`src/logic/etpc_map.svh`:
```
// Register indices, field positions, codes and reset values of the timer.
// Assumes a 32-bit APB with one register per aligned word (byte address = 4 * index).
`ifndef ETPC_MAP_SVH
`define ETPC_MAP_SVH

// Register indices (byte address is four times the index)
`define ETPC_IDX_IRQ 6'h0B
`define ETPC_IDX_UPPER 6'h0F
`define ETPC_IDX_LOWER 6'h10
`define ETPC_IDX_CTRL 6'h11
`define ETPC_IDX_MASK 6'h12

// Control register field positions
`define ETPC_BIT_MODE_HI 7
`define ETPC_BIT_MODE_LO 6
`define ETPC_BIT_RUN 4
`define ETPC_BIT_EDGE 3

// Interrupt status and mask layout
`define ETPC_BIT_OVF 6
`define ETPC_IRQ_BITS 8'h40

// Mode codes
`define ETPC_MODE_EVENT 2'h1
`define ETPC_MODE_TIMER 2'h2
`define ETPC_MODE_PULSE 2'h3

// Reset values and counter maximum
`define ETPC_CTRL_RST 8'h08
`define ETPC_CNT_RST 16'h0000
`define ETPC_CNT_MAX 16'hFFFF
`define ETPC_BYTE_RST 8'h00
`define ETPC_WORD_RST 32'h0000_0000

// Prescaler ratio of the internal count clock
`define ETPC_PRE_DIV 4

`endif

```
`src/logic/etpc_pkg.sv`:
```
// Types shared by the event timer and pulse counter.
// Assumes etpc_map.svh holds the numeric constants.
package etpc_pkg;

    // Pulse width measurement progress
    typedef enum logic [0:0] {
        PW_WAIT,
        PW_COUNT
    } etpc_pw_state_e;

    // Control register contents
    typedef struct packed {
        logic [1:0] mode;
        logic run;
        logic edge_fall;
    } etpc_ctrl_s;

endpackage

```
`src/logic/etpc_timer.sv`:
```
// Sixteen-bit event timer and pulse width counter with an APB register port.
// Assumes pclk at 200 MHz, event_input_pin synchronous-safe via internal synchroniser.
`timescale 1ns/1ps
`include "etpc_map.svh"

module etpc_timer #(
    parameter int PRE_DIV = `ETPC_PRE_DIV
) (
    input wire logic pclk,
    input wire logic presetn,
    input wire logic psel,
    input wire logic penable,
    input wire logic pwrite,
    input wire logic [7:0] paddr,
    input wire logic [31:0] pwdata,
    output logic [31:0] prdata,
    output logic pready,
    output logic pslverr,
    input wire logic event_input_pin,
    output logic irq
);

    localparam int PW = (PRE_DIV > 1) ? $clog2(PRE_DIV) : 1;

    // Bus phase decode
    wire setup_ph;
    wire access_ph;
    wire [5:0] reg_idx;
    wire aligned;
    assign setup_ph = psel & ~penable;
    assign access_ph = psel & penable;
    assign reg_idx = paddr[7:2];
    assign aligned = (paddr[1:0] == 2'h0);

    // Register hits
    wire hit_upper;
    wire hit_lower;
    wire hit_ctrl;
    wire hit_irq;
    wire hit_mask;
    wire hit_any;
    assign hit_upper = aligned & (reg_idx == `ETPC_IDX_UPPER);
    assign hit_lower = aligned & (reg_idx == `ETPC_IDX_LOWER);
    assign hit_ctrl = aligned & (reg_idx == `ETPC_IDX_CTRL);
    assign hit_irq = aligned & (reg_idx == `ETPC_IDX_IRQ);
    assign hit_mask = aligned & (reg_idx == `ETPC_IDX_MASK);
    assign hit_any = hit_upper | hit_lower | hit_ctrl | hit_irq | hit_mask;

    // Write strobes, taken in the access phase (no wait states)
    wire wr_en;
    wire wr_upper;
    wire wr_lower;
    wire wr_ctrl;
    wire wr_irq;
    wire wr_mask;
    wire [7:0] wbyte;
    assign wr_en = access_ph & pwrite;
    assign wr_upper = wr_en & hit_upper;
    assign wr_lower = wr_en & hit_lower;
    assign wr_ctrl = wr_en & hit_ctrl;
    assign wr_irq = wr_en & hit_irq;
    assign wr_mask = wr_en & hit_mask;
    assign wbyte = pwdata[7:0];

    // Read side effects happen once, at the setup edge
    wire rd_setup;
    wire rd_upper;
    wire cnt_block;
    assign rd_setup = setup_ph & ~pwrite;
    assign rd_upper = rd_setup & hit_upper;
    // Counting is frozen for the whole counter read transfer
    assign cnt_block = psel & ~pwrite & (hit_upper | hit_lower);

    // Register storage
    logic [15:0] cnt_ff;
    logic [15:0] nxt_cnt;
    logic [15:0] preload_ff;
    logic [7:0] lowbuf_ff;
    etpc_pkg::etpc_ctrl_s ctrl_ff;
    etpc_pkg::etpc_ctrl_s nxt_ctrl;
    logic [7:0] stat_ff;
    logic [7:0] mask_ff;
    logic [31:0] prdata_ff;
    logic [PW-1:0] pre_ff;
    logic [2:0] sync_ff;
    etpc_pkg::etpc_pw_state_e pw_ff;
    etpc_pkg::etpc_pw_state_e nxt_pw;

    // Prescaler tick every PRE_DIV clocks
    wire pre_tick;
    assign pre_tick = (pre_ff == PW'(PRE_DIV - 1));

    // Prescaler counter, cleared by reset
    always_ff @(posedge pclk or negedge presetn) begin
        if (!presetn) begin
            pre_ff <= '0;
        end else if (pre_tick) begin
            pre_ff <= '0;
        end else begin
            pre_ff <= pre_ff + PW'(1);
        end
    end

    // Event pin synchroniser plus one stage for edge detection
    always_ff @(posedge pclk or negedge presetn) begin
        if (!presetn) begin
            sync_ff <= 3'h0;
        end else begin
            sync_ff <= {sync_ff[1:0], event_input_pin};
        end
    end

    // Edge decode on the synchronised level only
    wire pin_rise;
    wire pin_fall;
    wire act_edge;
    wire ret_edge;
    assign pin_rise = sync_ff[1] & ~sync_ff[2];
    assign pin_fall = ~sync_ff[1] & sync_ff[2];
    assign act_edge = ctrl_ff.edge_fall ? pin_fall : pin_rise;
    assign ret_edge = ctrl_ff.edge_fall ? pin_rise : pin_fall;

    // Mode decode
    wire mode_event;
    wire mode_timer;
    wire mode_pulse;
    assign mode_event = (ctrl_ff.mode == `ETPC_MODE_EVENT);
    assign mode_timer = (ctrl_ff.mode == `ETPC_MODE_TIMER);
    assign mode_pulse = (ctrl_ff.mode == `ETPC_MODE_PULSE);

    // Pulse measurement sequencing
    always_comb begin
        nxt_pw = pw_ff;
        if (!(mode_pulse & ctrl_ff.run)) begin
            nxt_pw = etpc_pkg::PW_WAIT;
        end else begin
            unique case (pw_ff)
                etpc_pkg::PW_WAIT: begin
                    // Start only on an edge, never on a level
                    if (act_edge) begin
                        nxt_pw = etpc_pkg::PW_COUNT;
                    end
                end
                etpc_pkg::PW_COUNT: begin
                    // Pin back to its prior level ends the measurement
                    if (ret_edge) begin
                        nxt_pw = etpc_pkg::PW_WAIT;
                    end
                end
            endcase
        end
    end

    // Measurement finished this cycle
    wire pw_done;
    assign pw_done = mode_pulse & ctrl_ff.run & (pw_ff == etpc_pkg::PW_COUNT) & ret_edge;

    // Measurement state register
    always_ff @(posedge pclk or negedge presetn) begin
        if (!presetn) begin
            pw_ff <= etpc_pkg::PW_WAIT;
        end else begin
            pw_ff <= nxt_pw;
        end
    end

    // Count request per mode
    wire inc_req;
    wire inc;
    wire ovf;
    assign inc_req = (mode_event & ctrl_ff.run & act_edge)
                   | (mode_timer & ctrl_ff.run & pre_tick)
                   | (mode_pulse & ctrl_ff.run & (pw_ff == etpc_pkg::PW_COUNT) & pre_tick);
    assign inc = inc_req & ~cnt_block;
    assign ovf = inc & (cnt_ff == `ETPC_CNT_MAX);

    // Counter next value
    always_comb begin
        nxt_cnt = cnt_ff;
        if (wr_upper & ~ctrl_ff.run) begin
            // Stopped counter takes the preload write directly
            nxt_cnt = {wbyte, lowbuf_ff};
        end else if (ovf) begin
            nxt_cnt = preload_ff;
        end else if (inc) begin
            nxt_cnt = cnt_ff + 16'h0001;
        end
    end

    // Counter register
    always_ff @(posedge pclk or negedge presetn) begin
        if (!presetn) begin
            cnt_ff <= `ETPC_CNT_RST;
        end else begin
            cnt_ff <= nxt_cnt;
        end
    end

    // Preload pair, written as a whole by the high byte
    always_ff @(posedge pclk or negedge presetn) begin
        if (!presetn) begin
            preload_ff <= `ETPC_CNT_RST;
        end else if (wr_upper) begin
            preload_ff <= {wbyte, lowbuf_ff};
        end
    end

    // Low byte holding buffer, shared by writes and reads
    always_ff @(posedge pclk or negedge presetn) begin
        if (!presetn) begin
            lowbuf_ff <= `ETPC_BYTE_RST;
        end else if (wr_lower) begin
            lowbuf_ff <= wbyte;
        end else if (rd_upper) begin
            lowbuf_ff <= cnt_ff[7:0];
        end
    end

    // Control next value: software write wins over auto clear
    always_comb begin
        nxt_ctrl = ctrl_ff;
        if (wr_ctrl) begin
            nxt_ctrl.mode = wbyte[`ETPC_BIT_MODE_HI:`ETPC_BIT_MODE_LO];
            nxt_ctrl.run = wbyte[`ETPC_BIT_RUN];
            nxt_ctrl.edge_fall = wbyte[`ETPC_BIT_EDGE];
        end else if (pw_done) begin
            // Of the count events, only a finished pulse measurement drops the run bit
            nxt_ctrl.run = 1'b0;
        end
    end

    // Control register, reset to counter off
    always_ff @(posedge pclk or negedge presetn) begin
        if (!presetn) begin
            ctrl_ff.mode <= 2'(`ETPC_CTRL_RST >> `ETPC_BIT_MODE_LO);
            ctrl_ff.run <= 1'(`ETPC_CTRL_RST >> `ETPC_BIT_RUN);
            ctrl_ff.edge_fall <= 1'(`ETPC_CTRL_RST >> `ETPC_BIT_EDGE);
        end else begin
            ctrl_ff <= nxt_ctrl;
        end
    end

    // Sticky status: write one clears, new overflow wins
    wire [7:0] stat_clr;
    wire [7:0] stat_set;
    assign stat_clr = wr_irq ? wbyte : `ETPC_BYTE_RST;
    assign stat_set = 8'(ovf) << `ETPC_BIT_OVF;

    // Interrupt status register
    always_ff @(posedge pclk or negedge presetn) begin
        if (!presetn) begin
            stat_ff <= `ETPC_BYTE_RST;
        end else begin
            stat_ff <= ((stat_ff & ~stat_clr) | stat_set) & `ETPC_IRQ_BITS;
        end
    end

    // Interrupt mask register, disabled after reset
    always_ff @(posedge pclk or negedge presetn) begin
        if (!presetn) begin
            mask_ff <= `ETPC_BYTE_RST;
        end else if (wr_mask) begin
            mask_ff <= wbyte & `ETPC_IRQ_BITS;
        end
    end

    // Read data selection
    wire [7:0] ctrl_rd;
    wire [7:0] rd_byte;
    assign ctrl_rd = {ctrl_ff.mode, 1'b0, ctrl_ff.run, ctrl_ff.edge_fall, 3'h0};
    assign rd_byte = hit_upper ? cnt_ff[15:8] :
                     hit_lower ? lowbuf_ff :
                     hit_ctrl ? ctrl_rd :
                     hit_irq ? stat_ff :
                     hit_mask ? mask_ff : `ETPC_BYTE_RST;

    // Read data captured at the setup edge, stable through access
    always_ff @(posedge pclk or negedge presetn) begin
        if (!presetn) begin
            prdata_ff <= `ETPC_WORD_RST;
        end else if (rd_setup) begin
            prdata_ff <= {24'h00_0000, rd_byte};
        end
    end

    // Bus answers
    assign prdata = prdata_ff;
    assign pready = 1'b1;
    assign pslverr = access_ph & ~hit_any;

    // Level interrupt while any unmasked status bit is set
    assign irq = |(stat_ff & mask_ff);

endmodule

```
`config.mk`:
```
export PLATFORM = sky130hd
export DESIGN_NAME = etpc_timer
export DESIGN_NICKNAME = d
export VERILOG_FILES = /design/src/logic/etpc_pkg.sv /design/src/logic/etpc_timer.sv
export VERILOG_INCLUDE_DIRS = /design/src /design/src/logic
export SDC_FILE = /design/constraint.sdc
export NUM_CORES = 1
export LEC_CHECK = 0
export BUFFER_PORTS_ARGS = -buffer_cell sky130_fd_sc_hd__buf_2
export CAP_MARGIN = 20
export CORE_AREA = 2 2 59 117
export CTS_CLUSTER_DIAMETER = 150
export DETAILED_ROUTE_END_ITERATION = 7
export DIE_AREA = 0 0 61 119
export HOLD_SLACK_MARGIN = 0.08
export PLACE_DENSITY = 0.79
export SLEW_MARGIN = 30
export SYNTH_ARGS = -nofsm -noshare
export SYNTH_HDL_FRONTEND = slang
export SYNTH_SLANG_ARGS = --single-unit
```
`constraint.sdc`:
```
create_clock -name pclk -period 2.9 [get_ports pclk]
set_input_delay 0.725 -clock pclk [delete_from_list [all_inputs] [get_ports pclk]]
set_output_delay 0.725 -clock pclk [all_outputs]
set_load 0.01 [all_outputs]
```
==> results of run 1 <==
## registers in the layout (all words and copies together) (netlist names)
register    flops
lowbuf_ff       8
pre_ff          2
cnt_ff         16
prdata          8
pw_ff           1
stat_ff         1
sync_ff         3
mask_ff         1
ctrl_ff         4
preload_ff     16
## where the power goes
| part | switching [mW] | internal [mW] |
|---|---|---|
| logic | 0.0857 | 0.0487 |
| registers | 0.0204 | 0.866 |
| clock network | 0.349 | 0.646 |
## layout make-up
type / count / area share (%)
clock buffers: 15 / 7.35
clock inverters: 1 / 0.132
inverters: 6 / 0.596
multi-input cells: 250 / 43.1
flip-flops and latches: 60 / 39.8
well taps: 88 / 2.91
repair buffers: 38 / 6.16
## through the flow
| step | worst slack, ns | instances |
|---|---|---|
| global placement | 0.235 | 442 |
| finish | 0.459 | 458 |
| CTS | 0.454 | 458 |
| global route | 0.389 | 458 |
| detailed placement | 0.180 | 442 |
| floorplan | 0.493 | 356 |
## metal layers
layer,up-vias,track usage [%]
li1,1225,-
met1,1319,30.3
met2,109,34.2
met3,22,4.89
met4,0,12.5
met5,-,0
## critical path: stages
cell and delay (ns):
buf_2 0.12, or3b_1 0.43, nor2_1 0.20, a21oi_1 0.10
buf_2 0.14
## worst paths after layout
kind / from / end / slack [ns]
max in group asynchronous: presetn / lowbuf_ff[0]$_DFFE_PN0P_ / 1.88
setup / recovery: paddr[4] / pslverr / 0.46
hold reg to reg: sync_ff[0]$_DFF_PN0_ / sync_ff[1]$_DFF_PN0_ / 0.36
setup reg to reg: cnt_ff[0]$_DFFE_PN0P_ / cnt_ff[3]$_DFFE_PN0P_ / 0.50
min in group asynchronous: presetn / ctrl_ff[2]$_DFFE_PN0P_ / 0.42
hold / removal: sync_ff[0]$_DFF_PN0_ / sync_ff[1]$_DFF_PN0_ / 0.36
## logic make-up (layout without fill, tap and decap cells)
kind of cell | count (synthesis) | count (layout) | synth area share (%)
flip-flops | 60 | 60 | 44.8
adder cells (fa/ha/maj) | 2 | 2 | 0.746
AND/OR/NAND/NOR | 117 | 117 | 18.2
AO/OA/AOI/OAI | 69 | 69 | 15.3
multiplexers | 30 | 30 | 9.70
XOR/XNOR | 7 | 7 | 1.83
buffers and inverters | 46 | 60 | 9.21
other | 2 | 25 | 0.224
## cell usage in the layout, fill, tap and decap left out, types with 6 or more instances in the layout
cell type | netlist | final
dfrtp_1 | 59 | 59
nor2_1 | 33 | 33
buf_2 | 1 | 31
nand2_1 | 27 | 27
conb_1 | 2 | 25
a21oi_1 | 24 | 24
mux2_2 | 20 | 20
nand3_1 | 13 | 13
a221o_1 | 12 | 12
mux2i_1 | 10 | 10
clkbuf_16 | 0 | 9
nor3_1 | 8 | 8
inv_1 | 6 | 6
xnor2_1 | 6 | 6
a211oi_1 | 6 | 6
==> metrics.md, run 1 <==
| Metric | Value |
|---|---|
| Outcome | complete, no violations |
| PortBufs | 31 |
| Tot GR Track Use | a little under a quarter |
| Syn-to-layout area delta | 12.7% |
| Final wirelength | about 7800 µm |
| Grt total ovfl | 0 |
| Final core area utilization | between 50% and 60% |
| Metal1 wirelength | 3180 µm |
| Wire per inst | roughly 17 µm |
| Slew headroom | a little under three fifths |
| Hold Path Depth | 0 |
| CP max FO | 4 |
| Synth unique cells | 54 |
| First-pass DRT Iterations | 5 |
| Fmax | 410 MHz |
| CTS clk-pin slew, worst paths | 0.05 ns |
| Wire length on met2 | 3910 µm |
| CP arrival | 1.72 ns |
| Leakage power | around 1.8 nW |
| Mean Syn Cell Area | 10.1 µm² |
| Die Wd | just over 60 µm |
| Reg area | 0.00150 mm² |
| Cells on worst reg2reg path | 7 |
| Hold crit path type | reg2reg |
| DRT iter0 DRCs | 170 |
| Antenna viol nets, final | 0 |
| Boundary pin count | 81 |
| Post-synth top area share | 44.0% |
| EDFF count, synth | 0 |
| DIE AREA | slightly above 0.007 mm² |
| Top cells by instance count after synthesis | dfrtp_1 (59), nor2_1 (33), nand2_1 (27) |
| Post-DP Area | 0.00350 mm² |
| Initial antenna violation count | 0 |
| Worst Setup End Kind | output pin |
| GP Congestion | between 0.9 and 1 |
| Max-slew violation total from the final report | 0 |
| Total power | between 2 and 2.5 mW |
| Final hold vios | 0 |
| Area occupied by multi-input gates | 0.00163 mm² |
| HPWL Detailed | 5360 µm |
| Worst Max-Slew Pin Slew | 0.644 ns |
| First-pass GRT wire length | 12400 µm |
| Cell Pwr Density | around 530 mW/mm² |
| CTS root buf | clkbuf_16 |
| CTS Buf Count | 9 |
| WS Path Type | in2out |
| Post-layout nets | 413 |
| Hold-fix buffers, CTS | 0 |
| Critical path required time | 2.17 ns |
| H-Tree Depth | 3 |
| Final Cell Area | 0.00378 mm² |
| Core Rows | 42 |
| Yosys reg bits | 60 |
| CORE AREA | 0.00646 mm² |
| Top post-synthesis cells by area | dfrtp_1 (44%), mux2_2 (6.7%), buf_4 (5.8%) |
| Routed length on met3 | 487 µm |
| Top-count cell post-synth | dfrtp_1 |
| Final setup viols | 0 |
| Fillers | about 560 |
| RSZ-0062 raised after global routing | false |
| Inserted Diodes | 0 |
| Asr flop ratio synth | 100% |
| Final min period | 2.44 ns |
| Crit start category | input pin |
| Final hold slack | around 0.36 ns |
| Period utilization | 84.2% |
| Final Skew | 0.00414 ns |
| Post-CTS Setup Bufs | 0 |
| Starting Density | 51.9% |
| Routed vias | approximately 2700 |
| CTS tree | built |
| Syn. warnings | 0 |
| Drc violations | 0 |
| Yosys top cell by area | dfrtp_1 |
| CTS-repair resized insts | 0 |
| Most used DFF post-synth | dfrtp_1 |
| Vertical die dimension | about 120 µm |
| Pin count of the biggest net entering global routing | 34 |
| Max layer used | met4 |
| Clock Tree Buf Depth | 2 |
| Worst vdd ir | 436 µV |
| Sink Count | 60 |
| TNS Setup | 0 ns |
| Synth Instances | 333 |
| Worst skew pair latency | 0.33 ns |
| Share of layout cells above drive strength 1 | between 20% and 30% |
| Mapped Area | 0.00335 mm² |
| Vias per cell | approximately 6 |
| Vias in the first global route | approximately 2600 |
| Maxcap violations | 0 |
| Sequential fraction of the synthesis area | 44.8% |
Power figures use the tool's default switching activity.
==> inputs of run 2 (changes only) <==
--- a/config.mk
+++ b/config.mk
@@ -8,12 +8,12 @@
 export LEC_CHECK = 0
 export BUFFER_PORTS_ARGS = -buffer_cell sky130_fd_sc_hd__buf_2
 export CAP_MARGIN = 20
-export CORE_AREA = 2 2 59 117
+export CORE_AREA = 2 2 62 123
 export CTS_CLUSTER_DIAMETER = 150
 export DETAILED_ROUTE_END_ITERATION = 7
-export DIE_AREA = 0 0 61 119
+export DIE_AREA = 0 0 64 125
 export HOLD_SLACK_MARGIN = 0.08
-export PLACE_DENSITY = 0.79
+export PLACE_DENSITY = 0.75
 export SLEW_MARGIN = 30
 export SYNTH_ARGS = -nofsm -noshare
 export SYNTH_HDL_FRONTEND = slang
==> constraint.sdc (replaced) <==
create_clock -name pclk -period 2.15 [get_ports pclk]
set_input_delay 0.5375 -clock pclk [delete_from_list [all_inputs] [get_ports pclk]]
set_output_delay 0.5375 -clock pclk [all_outputs]
set_load 0.01 [all_outputs]
==> run 2 against run 1 <==
Effect of this change: core utilization down 1.2 points; register-to-register slack got worse by 0.39 ns; first-iteration DRC count decreased by 15%; final cell count increased by 8.1%; non-clock buffer count up 33; die area increased by 10%; largest cell class unchanged.
==> metrics.md, run 2 (synthesis results as in run 1) <==
| Metric | Value |
|---|---|
| Clk network pwr share | 48.0% (-1.4 points) |
| Crit start category | input pin |
| Final Cell Area | 0.00407 mm² (+7.6%) |
| PortBufs | 31 (unchanged) |
| Pin count of the biggest net entering global routing | 61 (+79%) |
| Outcome | complete, no violations |
| DRT iter0 DRCs | 144 (-15%) |
| Fillers | 614 (+9.1%) |
| Post-layout nets | 446 (+8.0%) |
| Internal power | 2.05 mW (+31%) |
| Syn-to-layout area delta | 21.3% |
| RR Startpoint | cnt_ff[0]$_DFFE_PN0P_ |
| Final hold vios | 0 (unchanged) |
| First-pass GRT wire length | 13300 µm (+7.2%) |
| Critical path endpoint | pslverr |
| Final Skew | 0.00330 ns (-0.000842 ns) |
| RSZ-0062 raised after global routing | false |
| Sw power | 618 µW (+36%) |
| Worst skew pair latency | 0.33 ns (about the same) |
| Maxcap violations | 0 (unchanged) |
| Comb power frac | 7.4% (+0.7 points) |
| Final min period | ~2.1 ns |
| Leakage power | 1.96 nW (+9.3%) |
| Initial antenna violation count | 0 (unchanged) |
| DIE AREA | 0.00800 mm² (+10%) |
| Max-slew violation total from the final report | 0 (unchanged) |
| First element of the critical path | paddr[4] |
| Starting Density | 47.2% (-4.7 points) |
| First-pass DRT Iterations | 5 (unchanged) |
| H-Tree Depth | 3 (unchanged) |
| Top flop regs | cnt_ff: 16 flops, preload_ff: 16 flops |
| R2R Path End | cnt_ff[0]$_DFFE_PN0P_ |
| Critical path required time | 1.61 ns (-0.56 ns) |
| GP Congestion | 0.872 (-5.5%) |
| WS Path Type | in2out |
| CTS-repair resized insts | 0 (unchanged) |
| Inserted Diodes | 0 (unchanged) |
| Boundary pin count | 81 (unchanged) |
| Fmax | 484 MHz |
| CORE AREA | 0.00710 mm² (+9.9%) |
| Share of layout cells above drive strength 1 | 29.3% (+7.1 points) |
| Routed vias | 2760 (+3.2%) |
| Tot GR Track Use | 21.8% (-1.2 points) |
| Sink Count | 60 (unchanged) |
| Hold-fix buffers, CTS | 0 (unchanged) |
| Cell Pwr Density | 656 mW/mm² (+23%) |
| Most frequent cells in the layout | dfrtp_1 (59), buf_4 (35), nor2_1 (33) |
| Cells on worst reg2reg path | 7 (unchanged) |
| Vertical die dimension | 125 µm (+5.0%) |
| CTS clk-pin slew, worst paths | 0.05 ns (about the same) |
| Vias per cell | 5.58 (-4.5%) |
| CP max FO | 4 (unchanged) |
| CTS Buf Count | 9 (unchanged) |
| R2R setup slack | 0.11 ns (-0.39 ns) |
| CTS tree | built |
| Hold crit path type | in2async |
| Most common cell after layout, fill and taps aside | dfrtp_1 |
| Core Rows | 44 (+4.8%) |
| CTS root buf | clkbuf_16 |
| Final setup viols | 0 (unchanged) |
| Post-DP Area | 0.00379 mm² (+8.5%) |
| Post-CTS Setup Bufs | 0 (unchanged) |
| Clock Tree Buf Depth | 2 (unchanged) |
| TNS Setup | 0 ns (unchanged) |
| Sequential Power Share | 44.6% (+0.6 points) |
| Sw Share | 23.2% (+0.59 points) |
| Worst vdd ir | 561 µV (+29%) |
| Vias in the first global route | 2682 (+3.0%) |
| Final wirelength | 7860 µm (+0.67%) |
| Wire per inst | 15.9 µm (-6.9%) |
| Drc violations | 0 (unchanged) |
| Period utilization | a little over nine tenths |
| CP arrival | 1.53 ns (-0.19 ns) |
| HPWL Detailed | 5560 µm (+3.7%) |
| Die Wd | 64 µm (+4.9%) |
| Grt total ovfl | 0 (unchanged) |
| Worst Setup End Kind | output pin |
| Antenna viol nets, final | 0 (unchanged) |
-- run 2: cell types whose count changed in the layout (fill, tap and decap cells not counted) --
cell,before,now
buf_4,5,35
buf_12,2,5
a21oi_1,24,22
a21oi_2,0,2
clkbuf_8,3,1
nor3_1,8,6
nor3_2,0,2
clkbuf_1,3,4
clkinv_2,1,2
-- run 2: through the flow --
stage / setup WS (ns) / hold WS (ns) / utilization, % / power [mW] / instances
2_1_floorplan: -0.0691 / 0.242 / - / 1.33 / 356
3_3_place_gp: -0.163 / 0.335 / 53.4 / 1.40 / 479
3_5_place_dp: -0.229 / 0.335 / 53.4 / 1.41 / 479
4_1_cts: 0.0507 / 0.223 / 57.2 / 2.70 / 495
5_1_grt: 0.0131 / 0.235 / 57.3 / 2.77 / 495
6_report: 0.0826 / 0.211 / 57.3 / 2.67 / 495
-- run 2: layout make-up --
type	instances	area (µm²)	share of cell area, %
multi-input cells	250	1650	40.5
flip-flops and latches	60	1500	36.9
repair buffers	71	518	12.7
clock buffers	14	254	6.24
well taps	92	115	2.83
inverters	6	22.5	0.554
clock inverters	2	10.0	0.246
-- run 2: how the worst min path moves through the flow --
stage / end / cells past startpoint / startpoint
after floorplan: cnt_ff[0]$_DFFE_PN0P_ / 0 / presetn
after global placement: sync_ff[1]$_DFF_PN0_ / 0 / sync_ff[0]$_DFF_PN0_
after detailed placement: sync_ff[1]$_DFF_PN0_ / 0 / sync_ff[0]$_DFF_PN0_
after CTS: mask_ff[6]$_DFFE_PN0P_ / 2 / presetn
after global routing: mask_ff[6]$_DFFE_PN0P_ / 2 / presetn
final: mask_ff[6]$_DFFE_PN0P_ / 2 / presetn
-- run 2: worst max-delay path: stages --
cell     delay, ns
buf_2         0.10
or3b_1        0.43
nor2_1        0.21
a21oi_1       0.10
buf_2         0.15
-- run 2: routing by layer --
metal	wire, µm	vias up	track usage, %
met3	411	22	5.85
met2	3860	87	33.0
li1	-	1301	-
met1	3360	1350	28.5
met4	229	0	10.6
met5	0	-	0
-- run 2: power groups by stage --
stage	clock network [mW]	logic [mW]	registers, mW
2_1_floorplan	0	0.108	1.22
3_3_place_gp	0	0.194	1.21
3_5_place_dp	0	0.197	1.21
4_1_cts	1.31	0.199	1.19
5_1_grt	1.36	0.220	1.20
6_report	1.28	0.197	1.19
